File: config.mk
export PLATFORM = sky130hd
export DESIGN_NAME = rtcaic_top
export DESIGN_NICKNAME = d
export VERILOG_FILES = /design/src/rtcaic_pkg.sv /design/src/rtcaic_top.sv
export SDC_FILE = /design/constraint.sdc
export NUM_CORES = 1
export LEC_CHECK = 0
export ABC_CLOCK_PERIOD_IN_PS = 3200
export BUFFER_PORTS_ARGS = -buffer_cell sky130_fd_sc_hd__buf_2
export CAP_MARGIN = 25
export CORE_MARGIN = 5
export CORE_UTILIZATION = 50
export CTS_BUF_LIST = sky130_fd_sc_hd__clkbuf_16
export CTS_CLUSTER_DIAMETER = 200
export DETAILED_ROUTE_END_ITERATION = 8
export PLACE_DENSITY = 0.76
export SYNTH_ARGS = -nofsm -noshare
export SYNTH_HDL_FRONTEND = slang
export SYNTH_SLANG_ARGS = --single-unit
File: constraint.sdc
create_clock -name clk -period 3.2 [get_ports clk]
set_input_delay 0.32 -clock clk [delete_from_list [all_inputs] [get_ports clk]]
set_output_delay 0.32 -clock clk [all_outputs]
set_load 0.1 [all_outputs]
File: src/rtcaic_pkg.sv
// rtcaic_pkg: constants of the alarm, interrupt and control block
// assumes a 250 MHz system clock and a 32.768 kHz timekeeping rate
`default_nettype none
package rtcaic_pkg;
    localparam int CLK_HZ        = 250_000_000;
    localparam int TICK_HZ       = 32768;
    // divider giving the crystal rate from the system clock, rounded down
    localparam int TICK_DIV      = CLK_HZ / TICK_HZ;
    localparam int SEC_TICKS     = 32768;
    localparam int HALF_MS       = 500;
    localparam int HALF_TICKS    = HALF_MS * TICK_HZ / 1000;
    localparam int BUC_US        = 244;
    localparam int BUC_TICKS     = (BUC_US * TICK_HZ + 999_999) / 1_000_000;
    localparam int GAP_MIN_MS    = 999;
    localparam int GAP_MIN_TICKS = (GAP_MIN_MS * TICK_HZ + 999) / 1000;
    localparam int CSR_CYCLES    = 250_000;
    // register indexes; byte address is four times the index
    localparam logic [5:0] IDX_SEC_ALM = 6'h01;
    localparam logic [5:0] IDX_MIN_ALM = 6'h03;
    localparam logic [5:0] IDX_HR_ALM  = 6'h05;
    localparam logic [5:0] IDX_RATE    = 6'h0a;
    localparam logic [5:0] IDX_IFMT    = 6'h0b;
    localparam logic [5:0] IDX_EVT     = 6'h0c;
    localparam logic [5:0] IDX_BKD     = 6'h0d;
    // interrupt_format_control fields
    localparam int B_HOLD = 7;
    localparam int B_PIE  = 6;
    localparam int B_AIE  = 5;
    localparam int B_UIE  = 4;
    localparam int B_NUM  = 2;
    localparam int B_HOUR = 1;
    localparam int B_DSE  = 0;
    // event_status fields
    localparam int C_IRQ  = 7;
    localparam int C_PER  = 6;
    localparam int C_ALM  = 5;
    localparam int C_UPD  = 4;
    localparam logic [2:0] CHAIN_RUN  = 3'h2;
    localparam logic [2:0] CHAIN_RUN2 = 3'h3;
    localparam logic [1:0] CHAIN_HELD = 2'h3;
    localparam logic [7:0] RESET_BYTE = 8'h00;
    localparam logic [7:0] DST_APR    = 8'h04;
    localparam logic [7:0] DST_OCT    = 8'h10;
    localparam logic [7:0] DST_SUN    = 8'h01;
    localparam logic [7:0] DST_HOUR   = 8'h01;
    localparam logic [7:0] DST_59     = 8'h59;
    localparam logic [7:0] DST_DOM7   = 8'h07;
    localparam logic [7:0] DST_DOM25  = 8'h25;
endpackage
`default_nettype wire

File: src/rtcaic_top.sv
// rtcaic_top: alarm, periodic and update events, clock chain control,
// format and daylight-saving decode, reached over Avalon-MM.
// assumes the calendar counter sits outside on the same clock, takes
// update_strobe and the dst pulses, and presents the time bytes.
`timescale 1ns/1ps
`default_nettype none
module rtcaic_top
    import rtcaic_pkg::*;
#(
    parameter int TICK_DIV_P = rtcaic_pkg::TICK_DIV,
    parameter int CSR_CYC_P  = rtcaic_pkg::CSR_CYCLES,
    parameter int BUC_P      = rtcaic_pkg::BUC_TICKS
) (
    input  wire logic        clk,
    input  wire logic        rstn,
    input  wire logic [7:0]  avs_address,
    input  wire logic        avs_read,
    input  wire logic        avs_write,
    input  wire logic [31:0] avs_writedata,
    output logic      [31:0] avs_readdata,
    output logic             avs_waitrequest,
    input  wire logic [7:0]  sec_in,
    input  wire logic [7:0]  min_in,
    input  wire logic [7:0]  hour_in,
    input  wire logic [7:0]  dom_in,
    input  wire logic [7:0]  dow_in,
    input  wire logic [7:0]  mon_in,
    input  wire logic        power_fail,
    input  wire logic        backup_valid,
    output logic             update_strobe,
    output logic             dst_forward,
    output logic             dst_back,
    output logic             copy_enable,
    output logic             hour_format,
    output logic             number_format,
    output logic             osc_on,
    output logic             write_protect,
    output logic             irq_o,
    output logic             irq_oe
);
    import rtcaic_pkg::*;

    function automatic logic [7:0] fmt(input logic [7:0] v,
                                       input logic bin);
        // bcd literal turned into binary when binary format is chosen
        fmt = bin ? 8'((v[7:4] * 10) + v[3:0]) : v;
    endfunction

    function automatic logic [14:0] rate_mask(input logic [3:0] rs);
        logic [3:0] k;
        k = (rs == 4'h1) ? 4'h7 : (rs == 4'h2) ? 4'h8 : 4'(rs - 4'h1);
        rate_mask = 15'((32'h1 << k) - 32'h1);
    endfunction

    function automatic logic dc(input logic [7:0] a);
        dc = (a[7:6] == 2'h3);
    endfunction

    logic        ack_reg;
    logic [31:0] rdata_reg;
    logic [3:0]  rate_reg;
    logic [2:0]  chain_reg;
    logic        hold_reg, pie_reg, aie_reg, uie_reg;
    logic        num_reg, hour_reg, dse_reg;
    logic [5:0]  adom_reg;
    logic [7:0]  asec_reg, amin_reg, ahr_reg;
    logic        pf_reg, af_reg, uf_reg, irq_pending_flag_reg;
    logic        pf_next, af_next, uf_next, irq_pending_flag_next;
    logic [2:0]  pfl_s, bkv_s;
    logic        pfail_reg, bkv_reg;
    logic [31:0] wp_cnt;
    logic [15:0] div_cnt;
    logic [14:0] sub_cnt;
    logic        pend_reg, upd_d, fall_done;
    logic        run, tick, upd_evt, per_evt, alarm_hit;
    logic        spring, fall;
    logic [5:0]  idx;
    logic        rd_go, wr_go, clr_c, prot;

    // bus slave: one wait cycle, then the answer
    assign idx   = avs_address[7:2];
    assign rd_go = avs_read & ~ack_reg;
    assign wr_go = avs_write & ack_reg;
    assign clr_c = rd_go & (idx == IDX_EVT);
    assign avs_waitrequest = (avs_read | avs_write) & ~ack_reg;
    assign avs_readdata    = rdata_reg;

    always_ff @(posedge clk or negedge rstn) begin
        if (!rstn) begin
            ack_reg <= 1'b0;
        end else begin
            ack_reg <= (avs_read | avs_write) & ~ack_reg;
        end
    end

    always_ff @(posedge clk or negedge rstn) begin
        if (!rstn) begin
            rdata_reg <= 32'h0;
        end else if (rd_go) begin
            unique case (idx)
                IDX_SEC_ALM: rdata_reg <= {24'h0, asec_reg};
                IDX_MIN_ALM: rdata_reg <= {24'h0, amin_reg};
                IDX_HR_ALM:  rdata_reg <= {24'h0, ahr_reg};
                IDX_RATE:    rdata_reg <= {24'h0, pend_reg, chain_reg,
                                           rate_reg};
                IDX_IFMT:    rdata_reg <= {24'h0, hold_reg, pie_reg,
                                           aie_reg, uie_reg, 1'b0,
                                           num_reg, hour_reg, dse_reg};
                IDX_EVT:     rdata_reg <= {24'h0, irq_pending_flag_reg, pf_reg,
                                           af_reg, uf_reg, 4'h0};
                IDX_BKD:     rdata_reg <= {24'h0, bkv_reg, 1'b0,
                                           adom_reg};
                default:     rdata_reg <= 32'h0;
            endcase
        end
    end

    // control registers; status bits ignore writes
    always_ff @(posedge clk or negedge rstn) begin
        if (!rstn) begin
            rate_reg  <= 4'h0;
            chain_reg <= 3'h0;
            hold_reg  <= 1'b0;
            pie_reg   <= 1'b0;
            aie_reg   <= 1'b0;
            uie_reg   <= 1'b0;
            num_reg   <= 1'b0;
            hour_reg  <= 1'b0;
            dse_reg   <= 1'b0;
            adom_reg  <= 6'h0;
        end else if (wr_go) begin
            if (idx == IDX_RATE) begin
                rate_reg  <= avs_writedata[3:0];
                chain_reg <= avs_writedata[6:4];
            end
            if (idx == IDX_IFMT) begin
                hold_reg <= avs_writedata[B_HOLD];
                pie_reg  <= avs_writedata[B_PIE];
                aie_reg  <= avs_writedata[B_AIE];
                uie_reg  <= avs_writedata[B_UIE] &
                            ~avs_writedata[B_HOLD];
                num_reg  <= avs_writedata[B_NUM];
                hour_reg <= avs_writedata[B_HOUR];
                dse_reg  <= avs_writedata[B_DSE];
            end
            if (idx == IDX_BKD) begin
                adom_reg <= avs_writedata[5:0];
            end
        end
    end

    // alarm bytes are clock storage: blocked while protected
    always_ff @(posedge clk or negedge rstn) begin
        if (!rstn) begin
            asec_reg <= RESET_BYTE;
            amin_reg <= RESET_BYTE;
            ahr_reg  <= RESET_BYTE;
        end else if (wr_go && !prot) begin
            if (idx == IDX_SEC_ALM) begin
                asec_reg <= avs_writedata[7:0];
            end
            if (idx == IDX_MIN_ALM) begin
                amin_reg <= avs_writedata[7:0];
            end
            if (idx == IDX_HR_ALM) begin
                ahr_reg <= avs_writedata[7:0];
            end
        end
    end

    // pin inputs: three stages, accepted once stages two and three agree
    always_ff @(posedge clk or negedge rstn) begin
        if (!rstn) begin
            pfl_s     <= 3'h0;
            bkv_s     <= 3'h0;
            pfail_reg <= 1'b0;
            bkv_reg   <= 1'b0;
        end else begin
            pfl_s <= {pfl_s[1:0], power_fail};
            bkv_s <= {bkv_s[1:0], backup_valid};
            if (pfl_s[1] == pfl_s[2]) begin
                pfail_reg <= pfl_s[2];
            end
            if (bkv_s[1] == bkv_s[2]) begin
                bkv_reg <= bkv_s[2];
            end
        end
    end

    always_ff @(posedge clk or negedge rstn) begin
        if (!rstn) begin
            wp_cnt <= 32'h0;
        end else if (pfail_reg) begin
            wp_cnt <= 32'(CSR_CYC_P);
        end else if (wp_cnt != 32'h0) begin
            wp_cnt <= wp_cnt - 32'h1;
        end
    end
    assign prot          = pfail_reg | (wp_cnt != 32'h0);
    assign write_protect = prot;

    // clock chain: 010 and 011 run, 11x holds the divider
    assign run    = (chain_reg == CHAIN_RUN) | (chain_reg == CHAIN_RUN2);
    assign osc_on = run | (chain_reg[2:1] == CHAIN_HELD);
    assign tick   = run && (div_cnt == 16'(TICK_DIV_P - 1));

    // timekeeping runs regardless of power fail
    always_ff @(posedge clk or negedge rstn) begin
        if (!rstn) begin
            div_cnt <= 16'h0;
            sub_cnt <= 15'(HALF_TICKS);
        end else if (!run) begin
            div_cnt <= 16'h0;
            // held at half a second so the first update comes 500ms on
            sub_cnt <= 15'(HALF_TICKS);
        end else begin
            div_cnt <= tick ? 16'h0 : 16'(div_cnt + 16'h1);
            if (tick) begin
                sub_cnt <= 15'(sub_cnt + 15'h1);
            end
        end
    end

    assign upd_evt = tick && (sub_cnt == 15'(SEC_TICKS - 1));
    assign per_evt = tick && (rate_reg != 4'h0) &&
                     ((sub_cnt & rate_mask(rate_reg)) ==
                      rate_mask(rate_reg));

    // pending covers the lead window and drops as update_strobe rises
    always_ff @(posedge clk or negedge rstn) begin
        if (!rstn) begin
            pend_reg <= 1'b0;
        end else begin
            pend_reg <= run && !hold_reg && !upd_evt &&
                        (sub_cnt >= 15'(SEC_TICKS - BUC_P));
        end
    end

    // daylight saving decode on the old time, 1:59:59 about to roll
    assign spring = dse_reg && (mon_in == fmt(DST_APR, num_reg)) &&
                    (dow_in == DST_SUN) &&
                    (dom_in <= fmt(DST_DOM7, num_reg)) &&
                    (hour_in == DST_HOUR) &&
                    (min_in == fmt(DST_59, num_reg)) &&
                    (sec_in == fmt(DST_59, num_reg));
    assign fall   = dse_reg && (mon_in == fmt(DST_OCT, num_reg)) &&
                    (dow_in == DST_SUN) &&
                    (dom_in >= fmt(DST_DOM25, num_reg)) &&
                    (hour_in == DST_HOUR) &&
                    (min_in == fmt(DST_59, num_reg)) &&
                    (sec_in == fmt(DST_59, num_reg));

    always_ff @(posedge clk or negedge rstn) begin
        if (!rstn) begin
            update_strobe <= 1'b0;
            dst_forward   <= 1'b0;
            dst_back      <= 1'b0;
            fall_done     <= 1'b0;
            upd_d         <= 1'b0;
        end else begin
            update_strobe <= upd_evt;
            upd_d         <= update_strobe;
            dst_forward   <= upd_evt && spring;
            // fall back only on the first pass through 1:59:59
            dst_back      <= upd_evt && fall && !fall_done;
            if (upd_evt && fall) begin
                fall_done <= 1'b1;
            end else if (dow_in != DST_SUN) begin
                fall_done <= 1'b0;
            end
        end
    end

    assign copy_enable   = ~hold_reg;
    assign hour_format   = hour_reg;
    assign number_format = num_reg;

    // compared one cycle after the strobe, on the new time bytes
    assign alarm_hit = upd_d &&
        (dc(asec_reg) || asec_reg == sec_in) &&
        (dc(amin_reg) || amin_reg == min_in) &&
        (dc(ahr_reg)  || ahr_reg == hour_in) &&
        (adom_reg == 6'h0 || {2'h0, adom_reg} == dom_in);

    // flags: an event in the clearing cycle wins over the read
    always_comb begin
        pf_next   = per_evt | (pf_reg & ~clr_c);
        af_next   = alarm_hit | (af_reg & ~clr_c);
        uf_next   = update_strobe | (uf_reg & ~clr_c);
        irq_pending_flag_next = (pie_reg & pf_next) |
                    (aie_reg & af_next) |
                    (uie_reg & ~hold_reg & uf_next) |
                    (irq_pending_flag_reg & ~clr_c);
    end

    always_ff @(posedge clk or negedge rstn) begin
        if (!rstn) begin
            pf_reg   <= 1'b0;
            af_reg   <= 1'b0;
            uf_reg   <= 1'b0;
            irq_pending_flag_reg <= 1'b0;
        end else begin
            pf_reg   <= pf_next;
            af_reg   <= af_next;
            uf_reg   <= uf_next;
            irq_pending_flag_reg <= irq_pending_flag_next;
        end
    end

    // open-drain request: pulled low while the summary flag is set
    assign irq_o  = 1'b0;
    assign irq_oe = irq_pending_flag_reg;

    logic [15:0] gap_cnt;
    always_ff @(posedge clk or negedge rstn) begin
        if (!rstn) begin
            gap_cnt <= 16'hffff;
        end else if (!run) begin
            gap_cnt <= 16'hffff;
        end else if (upd_evt) begin
            gap_cnt <= 16'h0;
        end else if (tick && gap_cnt != 16'hffff) begin
            gap_cnt <= 16'(gap_cnt + 16'h1);
        end
    end

    a_upd_gap: assert property (@(posedge clk) disable iff (!rstn)
        upd_evt |-> gap_cnt >= 16'(GAP_MIN_TICKS - 1))
        else $error("updates too close together");
    a_summary_set: assert property (@(posedge clk) disable iff (!rstn)
        (pf_reg && pie_reg && !clr_c) |=> irq_pending_flag_reg)
        else $error("summary flag missing");
    a_read_clear: assert property (@(posedge clk) disable iff (!rstn)
        (clr_c && !per_evt && !alarm_hit && !update_strobe) |=>
        (!pf_reg && !af_reg && !uf_reg && !irq_oe))
        else $error("status read did not clear");
    a_alarm_flag: assert property (@(posedge clk) disable iff (!rstn)
        alarm_hit |=> af_reg && (irq_pending_flag_reg || !$past(aie_reg)))
        else $error("alarm flag not set");
    a_all_dc: assert property (@(posedge clk) disable iff (!rstn)
        (upd_d && dc(asec_reg) && dc(amin_reg) && dc(ahr_reg) &&
         adom_reg == 6'h0) |-> alarm_hit)
        else $error("don't care alarm missed");
    a_dom_miss: assert property (@(posedge clk) disable iff (!rstn)
        (adom_reg != 6'h0 && {2'h0, adom_reg} != dom_in) |->
        !alarm_hit)
        else $error("alarm fired on wrong day");
    a_hold_uie: assert property (@(posedge clk) disable iff (!rstn)
        hold_reg |-> !uie_reg)
        else $error("update enable kept under hold");
    a_hold_pend: assert property (@(posedge clk) disable iff (!rstn)
        hold_reg ##1 hold_reg |-> !pend_reg)
        else $error("pending set under hold");
    a_pend_lead: assert property (@(posedge clk) disable iff (!rstn)
        ($rose(update_strobe) && !hold_reg && $past(hold_reg) == 1'b0
         && $past(pend_reg)) |=> !pend_reg)
        else $error("pending not cleared at update end");
    a_chain_run: assert property (@(posedge clk) disable iff (!rstn)
        (chain_reg == CHAIN_RUN2) |-> (osc_on && run))
        else $error("code 011 not running");
    a_upd_irq: assert property (@(posedge clk) disable iff (!rstn)
        (update_strobe && uie_reg && !hold_reg) |=> irq_pending_flag_reg)
        else $error("update request missing");
    a_wp_block: assert property (@(posedge clk) disable iff (!rstn)
        (wr_go && prot && idx == IDX_SEC_ALM) |=> $stable(asec_reg))
        else $error("write passed protection");

    c_update: cover property (@(posedge clk) disable iff (!rstn)
        update_strobe);
    c_alarm: cover property (@(posedge clk) disable iff (!rstn)
        alarm_hit && aie_reg);
    c_clear_irq: cover property (@(posedge clk) disable iff (!rstn)
        clr_c && irq_pending_flag_reg);
    c_dst: cover property (@(posedge clk) disable iff (!rstn)
        dst_forward || dst_back);
endmodule
`default_nettype wire

==> results of run 1 <==
==> critical path: cells and delay by family, from the launching register on <==
kind / cells / cell delay, ns
compound gates: 6 / 1.17
simple gates: 3 / 0.83
flops: 1 / 0.42
buf+inv: 2 / 0.36
fa+ha+maj: 1 / 0.23
==> final timing paths <==
kind                        startpoint          end  slack, ns  cells past startpoint
setup / recovery           rate_reg[0]       irq_oe        0.1                     12
hold / removal               mon_in[2]  dst_forward       0.14                      3
setup reg to reg           rate_reg[0]       irq_oe        0.1                     12
hold reg to reg               pfl_s[0]     pfl_s[1]       0.35                      0
max in group asynchronous         rstn  rate_reg[1]       1.96                      3
min in group asynchronous         rstn    pfail_reg       0.45                      2
==> layer usage <==
layer	part of all wire, %	global-route usage [%]	wire length [um]
met3	6.4	5.29	1190
met4	1.4	6.17	265
met1	44	28.1	8210
met2	48	33.2	8820
met5	0	0	0
==> final cells by class <==
cell class / instances / share of cell area, %
repair buffers: 116 / 7.64
multi-input cells: 596 / 45.4
well taps: 188 / 2.62
inverters: 17 / 0.710
clock inverters: 15 / 1.56
flip-flops and latches: 134 / 37.3
clock buffers: 17 / 4.73
==> cell usage after synthesis (all sizes together), types with 3 or more instances <==
cell type	count	area [sq um]
a2111oi	5	43.8
a211oi	6	50.1
a21o	3	22.5
a21oi	17	85.1
a221oi	5	43.8
a22oi	7	52.6
a31oi	3	18.8
and2	3	18.8
and3	9	66.3
and4	3	26.3
buf	28	203
clkbuf	13	52.6
dfrtp	133	3330
ha	14	175
inv	17	63.8
mux2	43	484
mux2i	13	130
nand2	63	239
nand2b	15	93.8
nand3	18	95.1
nand3b	4	30.0
nand4	10	62.6
nor2	82	318
nor2b	8	50.1
nor3	22	115
nor4	21	198
nor4b	4	35.0
nor4bb	4	40.0
o2111ai	4	41.3
o21a	4	30.0
o21ai	40	200
o31ai	3	22.5
o41ai	4	42.6
or2	5	31.3
or3	13	86.3
or3b	3	26.3
or4	8	67.6
or4b	3	33.8
xnor2	23	201
xor2	54	473
==> power breakdown <==
group          internal [mW]  switching [mW]  leakage, nW  total [mW]
sequential              1.76          0.0805         1.78        1.84
clock                   1.13           0.734        0.266        1.87
combinational          0.364           0.665         2.02        1.03
total                   3.26            1.48         4.06        4.74
==> logic make-up after synthesis <==
| logic type | after synthesis | share of synthesized area [%] |
|---|---|---|
| flip-flops | 134 | 43.8 |
| adder cells (fa/ha/maj) | 16 | 2.55 |
| buffers and inverters | 58 | 4.17 |
| other | 1 | 0.0490 |
| XOR/XNOR | 77 | 8.81 |
| multiplexers | 56 | 8.03 |
| AO/OA/AOI/OAI | 119 | 10.6 |
| AND/OR/NAND/NOR | 303 | 22.0 |
==> repair_timing <==
action | CTS | global route
setup buffers | 0 | 2
endpoints found under the hold margin | 62 | 1
endpoints found under the setup margin | 0 | 3
resized for setup | 0 | 8
hold buffers | 2 | 1
==> per-stage QoR <==
stage          power [mW]  cells  utilization (%)  TNS (ns)
2_1_floorplan        2.58    788                -         0
3_3_place_gp         2.86   1046             55.4         0
3_5_place_dp         2.87   1046             55.4         0
4_1_cts              4.74   1080             59.3         0
5_1_grt              4.94   1083             59.6   -0.0586
6_report             4.74   1083             59.6         0
==> qor.yml, run 1 <==
crit_arrival_ns: 3.41
synthArstFlopShare_pct: 100
worstPathRequired_ns: 3.51
grt_max_degree: 73
die_w_um: 134
fin_hold_ws_ns: 0.142
path_class: "flop to flop"
status: "finished clean"
multiInputGateArea_sq_um: 4090
fin_area_sq_um: 8990
ys_seq_area_share_pct: 43.8
yosys_most_used_dff: "dfrtp_1"
dieHeight_um: 134
core_sq_um: 15100
clkSinkCount: 134
rsz0062_at_grt: "yes"
max-slew-margin-rel_pct: 40.4
clk_pin_slew_ns: 0.06
start_kind: "flop"
row_count: 45
dp_slack_ns: 0.0676
layout_setup_ws_ns: 0.0968
min-delay-path-class: "primary input to flop"
cts_max_path_buffers: 2
gp_congestion: 0.869
dpl.hpwl_mm: 13.5
reg.largest.list: "wp_cnt: 32 flops, div_cnt: 16 flops, sub_cnt: 15 flops"
finalHoldViolCount: 0
skew_ns: 0.00742
ant_nets: 0
syn_area_sq_um: 7650
antenna_cells: 0
io_pins: 137
nFillCells: 1254
fp.dieArea_sq_um: 17900
via_per_inst: 5.71
fmax_mhz: 322
placed_area_sq_um: 8360
most-common-layout-cells: "132 x dfrtp_1, 83 x buf_2, 80 x nor2_1"
root_buffer: "clkbuf_16"
cts_tree: "built"
grt.overflow.total: 0
final_common_cell: "dfrtp_1"
syn-instance-count: 764
drt_iter0_drc: 561
endpoint_kind: "flop"
grt_pass1_vias: 5918
crit_chain: "buf_4 -> or4b_4 -> o2111a_1 -> nor2_1 -> nand2_1 -> ha_1 -> o31ai_1 -> a211oi_2 -> buf_4 -> a311oi_1 -> o2111ai_1 -> o41ai_2"
critical_path.max_fanout: 6
seq_area_sq_um: 3360
setup_violations: 0
synth.avg_cell_area_sq_um: 10.0
syn_to_final_growth_pct: 17.5
wire_per_inst_um: 17.1
antenna_found_initial: 0
first_pass_iters: 5
top_register: "wp_cnt"
crit_top_cell: "buf_4"
track_usage_pct: 20.8
min_period_over_period_pct: 97.0
drive_gt1_share_pct: 24.5
start_util_pct: 50.7
cts_buffers: 17
critPathMaxStageDelay_ns: 0.55
synth.distinct_cells: 78
largest_register_ffs: 32
grt_first_pass_wirelength_mm: 30.0
htreeDepth: 4
drt-total-wl_mm: 18.5
max_cap_violations: 0
p_leak_nw: 4.06
port_buffers: 85
drv_slew: 0
num_vias: 6185
tightest_slew_ns: 0.887
synth_seq_cells: 134
synth-edff-count: 0
ys_warn_count: 0
final.min_clock_period_ns: 3.10
fin_nets: 990
irDropWorstVdd_mv: 0.655
drcViolationCount: 0
power.density_nw_per_um2: 527
crit_path_top_delay_cell: "or4b_4"
insertion_delay_ns: 0.41
Power figures use the tool's default switching activity.
==> run 2, diff against run 1 <==
ABC_CLOCK_PERIOD_IN_PS = 3300   (was 3200)
BUFFER_PORTS_ARGS = -buffer_cell sky130_fd_sc_hd__buf_4   (was -buffer_cell sky130_fd_sc_hd__buf_2)
PLACE_DENSITY = 0.73   (was 0.76)
clock period = 3.3 ns   (was 3.2 ns; I/O delays follow)
==> run 2 against run 1 <==
- clock skew up 0.0024 ns
- via count decreased by 1.4%
- cell count shrank 0.18%
- sequential share of layout area is 0.93 points lower
- die area unchanged
- sequential power down 3%
- critical endpoint is now pf_reg
==> qor.yml, run 2 (same netlist as run 1, synthesis figures left out) <==
seq_area_sq_um: 3350  # about the same
path_class: "flop to flop"
row_count: 45  # unchanged
nFillCells: 1256  # +0.16%
grt.overflow.total: 0  # unchanged
fin_hold_ws_ns: 0.0157  # -0.127 ns
skew_ns: 0.00982  # +0.00240 ns
start_kind: "flop"
htreeDepth: 4  # unchanged
reg.largest.list: "wp_cnt: 32 flops, div_cnt: 16 flops, sub_cnt: 15 flops"
crit_top_cell: "o31ai_1"
fp.dieArea_sq_um: 17900  # unchanged
top_register: "wp_cnt"
tightest_slew_ns: 0.974  # +0.0870 ns
reg2reg_depth: 11  # -1
antenna_cells: 0  # unchanged
hold_path_end: "bkv_s[0]"
num_vias: 6098  # -1.4%
final_util_pct: 61.1  # +1.5 points
worstPathRequired_ns: 3.62  # +0.11 ns
drv_slew: 0  # unchanged
max_cap_violations: 0  # unchanged
clkSinkCount: 134  # unchanged
r2r_slack_ns: 0.16  # +0.06 ns
critical_path.max_fanout: 12  # +6
crit_path_top_delay_cell: "dfrtp_1"
fmax_mhz: 318  # -1.3%
die_w_um: 134  # unchanged
final_common_cell: "dfrtp_1"
fin_nets: 988  # -0.20%
finalNonFillerCells: 1081  # -0.18%
max-slew-margin-rel_pct: 34.6  # -5.8 points
drcViolationCount: 0  # unchanged
dieHeight_um: 134  # unchanged
first_pass_iters: 6  # +1
rsz0062_at_grt: "yes"
via_per_inst: 5.64  # -1.2%
crit_chain: "or4b_4 -> o2111a_1 -> nor2_1 -> nand2_1 -> ha_2 -> o31ai_1 -> a211oi_2 -> buf_4 -> a41oi_1 -> o2111ai_1 -> o31ai_1"
drt_iter0_drc: 414  # -26%
multiInputGateArea_sq_um: 4100  # +0.24%
most-common-layout-cells: "133 x dfrtp_1, 110 x buf_4, 79 x nor2_1"
syn_to_final_growth_pct: 20.4
min_period_over_period_pct: 95.2  # -1.7 points
cts_tree: "built"
final.min_clock_period_ns: 3.14  # +0.0399 ns
regToRegStartpoint: "rate_reg[3]"
track_usage_pct: 21.2  # +0.37 points
endpoint_kind: "flop"
irDropWorstVdd_mv: 0.357  # -45%
gp_congestion: 0.917  # +5.6%
r2r-end: "pf_reg"
cts_buffers: 17  # unchanged
hold_start: "backup_valid"
status: "finished clean"
drive_gt1_share_pct: 25.2  # +0.73 points
core_sq_um: 15100  # unchanged
setup_violations: 0  # unchanged
wire_per_inst_um: 17.1  # about the same
power.density_nw_per_um2: 514  # -2.4%
grt_max_degree: 78  # +6.8%
grt_pass1_vias: 5974  # +0.95%
p_leak_nw: 4.14  # +1.9%
finalHoldViolCount: 0  # unchanged
min-delay-path-class: "primary input to flop"
drt-total-wl_mm: 18.5  # -0.16%
hold_depth: 1  # -2
cts_max_path_buffers: 2  # unchanged
io_pins: 137  # unchanged
ant_nets: 0  # unchanged
clk_pin_slew_ns: 0.06  # about the same
port_buffers: 85  # unchanged
grt_first_pass_wirelength_mm: 30.3  # +1.2%
critPathMaxStageDelay_ns: 0.60  # +0.05 ns
dp.cells: 1045  # -0.096%
insertion_delay_ns: 0.43  # +0.02 ns
root_buffer: "clkbuf_16"
start_util_pct: 50.7  # unchanged
dpl.hpwl_mm: 13.5  # +0.29%
crit_arrival_ns: 3.46  # +0.05 ns
antenna_found_initial: 0  # unchanged
largest_register_ffs: 32  # unchanged
## run 2: changes by cell type in the layout (fill, tap and decap cells not counted), moves of 2 or more
cell	change
buf_2	-83
buf_4	+83
clkinv_1	-4
clkinv_4	-2
inv_6	+5
inv_8	+2
nor2_2	+2
## run 2: power by group
group	internal (mW)	total (mW)	switching (mW)
registers	1.71	1.79	0.0753
logic	0.398	1.05	0.654
clock network	1.13	1.90	0.774
## run 2: final cells by class
cell class,instances,share of cell area (%)
repair buffers,114,9.51
multi-input cells,596,44.4
well taps,188,2.55
clock inverters,15,1.82
clock buffers,17,4.61
flip-flops and latches,134,36.4
inverters,17,0.692
## run 2: layer usage
metal | vias up | part of all wire (%) | GRT usage, % | wire length, um
met4 | 0 | 1.8 | 7.03 | 337
met1 | 2962 | 46 | 28.4 | 8470
li1 | 2943 | - | - | -
met5 | - | 0 | 0 | 0
met3 | 30 | 4.8 | 4.34 | 889
met2 | 163 | 47 | 34.4 | 8760
## run 2: worst max-delay path, delay by kind of cell, from the launching register on
family,cells,cell delay [ns]
AOI/OAI and AO/OA,6,1.21
adders and majority gates,1,0.21
DFF,1,0.60
buffers and inverters,1,0.17
and+or+nand+nor,3,0.84
## run 2: metrics by stage
step                      area [sq um]  setup TNS, ns  total power, mW  setup slack, ns
final                             9220              0             4.74            0.157
after global routing              9220        -0.0127             4.93          -0.0127
after CTS                         9180              0             4.73            0.160
after detailed placement          8570              0             2.82            0.212
after global placement            8570              0             2.81            0.220
after floorplan                   7740              0             2.50            0.238
## run 2: worst max path at each step
| stage | startpoint | endpoint | slack [ns] | depth (start not counted) |
|---|---|---|---|---|
| after floorplan | rate_reg[1] | irq_oe | 0.24 | 13 |
| after global placement | rate_reg[0] | irq_oe | 0.22 | 8 |
| after detailed placement | rate_reg[1] | irq_oe | 0.21 | 13 |
| after CTS | rate_reg[1] | irq_oe | 0.16 | 13 |
| after global routing | rate_reg[0] | irq_oe | -0.01 | 13 |
| final | rate_reg[3] | pf_reg | 0.16 | 11 |
## run 2: repair_timing
item                                   4_1_cts  5_1_grt
endpoints found under the hold margin       75        0
setup endpoints to repair                    0       10
setup buffers                                0        2
hold buffers                                 2        0
resized for setup                            0        8
==> run 3, diff against run 2 <==
ABC_CLOCK_PERIOD_IN_PS = 3680   (was 3300)
clock period = 3.68 ns   (was 3.3 ns; I/O delays follow)
==> run 3 against run 2 <==
- design area shrank 1.9%
- worst hold slack better by 0.038 ns
- flip-flop and latch count is the same
- maximum frequency decreased by 8.5%
- combinational power shrank 14%
- non-clock buffer count down 15
- sequential share of layout area rose by 0.72 points
- clock power shrank 16%
- global-route usage shrank 0.42 points
- routed wire length is essentially flat
- clock skew increased by 0.0024 ns
- critical endpoint is now irq_oe
- largest power group is now registers
==> qor.yml, run 3 (same netlist as run 1, synthesis figures left out) <==
drv_slew: 0  # unchanged
crit_arrival_ns: 3.75  # +0.29 ns
status: "finished clean"
finalNonFillerCells: 1066  # -1.4%
reg.largest.list: "wp_cnt: 32 flops, div_cnt: 16 flops, sub_cnt: 15 flops"
dp.cells: 1029  # -1.5%
crit_top_cell: "buf_4"
antenna_cells: 0  # unchanged
dp_slack_ns: 0.206  # -0.00657 ns
top_register: "wp_cnt"
final_common_cell: "dfrtp_1"
via_per_inst: 5.70  # +1.0%
drt-total-wl_mm: 18.4  # about the same
worstPathRequired_ns: 4.00  # +0.38 ns
dpl.hpwl_mm: 13.4  # -0.88%
irDropWorstVdd_mv: 0.331  # -7.3%
num_vias: 6076  # -0.36%
port_buffers: 85  # unchanged
largest_register_ffs: 32  # unchanged
tightest_slew_ns: 0.921  # -0.0526 ns
clk_pin_slew_ns: 0.06  # about the same
hold_buffers: 0  # -2
track_usage_pct: 20.7  # -0.42 points
dieHeight_um: 134  # unchanged
finalHoldViolCount: 0  # unchanged
grt_max_degree: 99  # +27%
fmax_mhz: 291  # -8.5%
power.density_nw_per_um2: 454  # -12%
max-slew-margin-rel_pct: 38.6  # +4.0 points
root_buffer: "clkbuf_16"
drt_iter0_drc: 551  # +33%
drive_gt1_share_pct: 23.1  # -2.1 points
fin_area_sq_um: 9050  # -1.9%
start_kind: "flop"
grt_first_pass_wirelength_mm: 29.7  # -1.9%
most-common-layout-cells: "131 x dfrtp_1, 97 x buf_4, 80 x nor2_1"
start_util_pct: 50.7  # unchanged
row_count: 45  # unchanged
final.min_clock_period_ns: 3.44  # +0.294 ns
insertion_delay_ns: 0.42  # about the same
setup_tns_ns: 0  # unchanged
grt.overflow.total: 0  # unchanged
drcViolationCount: 0  # unchanged
core_sq_um: 15100  # unchanged
fin_nets: 973  # -1.5%
cts_tree: "built"
wire_per_inst_um: 17.3  # +1.3%
endpoint_kind: "flop"
first_pass_iters: 5  # -1
ant_nets: 0  # unchanged
min-delay-path-class: "primary input to asynchronous set/reset pin"
htreeDepth: 4  # unchanged
io_pins: 137  # unchanged
path_class: "flop to flop"
skew_ns: 0.0122  # +0.00240 ns
syn_to_final_growth_pct: 18.2
critical_path.max_fanout: 9  # -3
setup_violations: 0  # unchanged
critPathMaxStageDelay_ns: 0.47  # -0.13 ns
cts_max_path_buffers: 2  # unchanged
placed_area_sq_um: 8450  # -1.4%
crit_path_top_delay_cell: "dfrtp_2"
cts_buffers: 17  # unchanged
crit_chain: "inv_1 -> ha_1 -> o21bai_1 -> o2111a_2 -> nor2_1 -> nand2_1 -> ha_1 -> o31ai_1 -> a211oi_2 -> buf_4 -> buf_4 -> buf_4 -> nor4_1 -> a41oi_1 -> o2111ai_2 -> o41ai_2"
clkSinkCount: 134  # unchanged
min_period_over_period_pct: 93.4  # -1.9 points
gp_congestion: 0.911  # -0.61%
p_leak_nw: 4.06  # -2.0%
antenna_found_initial: 0  # unchanged
fp.dieArea_sq_um: 17900  # unchanged
max_cap_violations: 0  # unchanged
grt_pass1_vias: 5836  # -2.3%
layout_setup_ws_ns: 0.243  # +0.0865 ns
die_w_um: 134  # unchanged
-- run 3: cell count changes in the layout (fill, tap and decap cells not counted), moves of 3 or more --
cell / change
inv_6: -5
buf_4: -13
inv_1: +3
clkinv_1: +4
-- run 3: timing repair --
| item | in CTS | in global routing |
|---|---|---|
| setup endpoints to repair | 0 | 2 |
| resized for setup | 0 | 5 |
| buffers inserted | 0 | 5 |
-- run 3: worst paths after layout --
path / startpoint / end / slack [ns] / depth (start not counted)
max: rate_reg[0] / irq_oe / 0.24 / 16
min: rstn / avs_readdata[4] / 0.05 / 1
max reg2reg: rate_reg[0] / irq_oe / 0.24 / 16
min reg2reg: bkv_s[0] / bkv_s[1] / 0.35 / 0
max in group asynchronous: rstn / div_cnt[6] / 2.87 / 2
min in group clk: power_fail / pfl_s[0] / 0.05 / 1
-- run 3: area by class of cell --
class                      instances  area, sq um
inverter                          17         63.8
sequential                       134         3360
multi-input combinational        596         4080
tap                              188          235
timing repair buffer              99          759
clock buffer                      17          425
clock inverter                    15          126
fill                            1312         6040
-- run 3: critical path, delay by kind of cell, from the launching register on --
kind,cells,cell delay [ns]
AND/OR/NAND/NOR,3,0.23
flip-flops,1,0.47
adder cells (fa/ha/maj),2,0.36
AO/OA/AOI/OAI,7,1.76
buffers and inverters,4,0.52
-- run 3: through the flow --
step	hold WS (ns)	utilization, %	power [mW]
finish	0.0540	60.0	4.11
global route	0.0326	60.0	4.29
floorplan	0.0724	-	2.24
CTS	0.0371	59.6	4.07
detailed placement	0.338	56.0	2.47
global placement	0.333	56.0	2.46
-- run 3: where the power goes --
| group | internal (mW) | switching (mW) |
|---|---|---|
| sequential | 1.53 | 0.0707 |
| clock | 0.976 | 0.618 |
| combinational | 0.332 | 0.574 |
| total | 2.84 | 1.26 |
-- run 3: layer usage --
metal | track usage, % | share of wire, % | vias to the layer above
li1 | - | - | 2923
met1 | 27.8 | 44 | 2924
met2 | 32.8 | 48 | 192
met3 | 4.95 | 5.8 | 37
met4 | 7.77 | 2.5 | 0
met5 | 0 | 0 | -
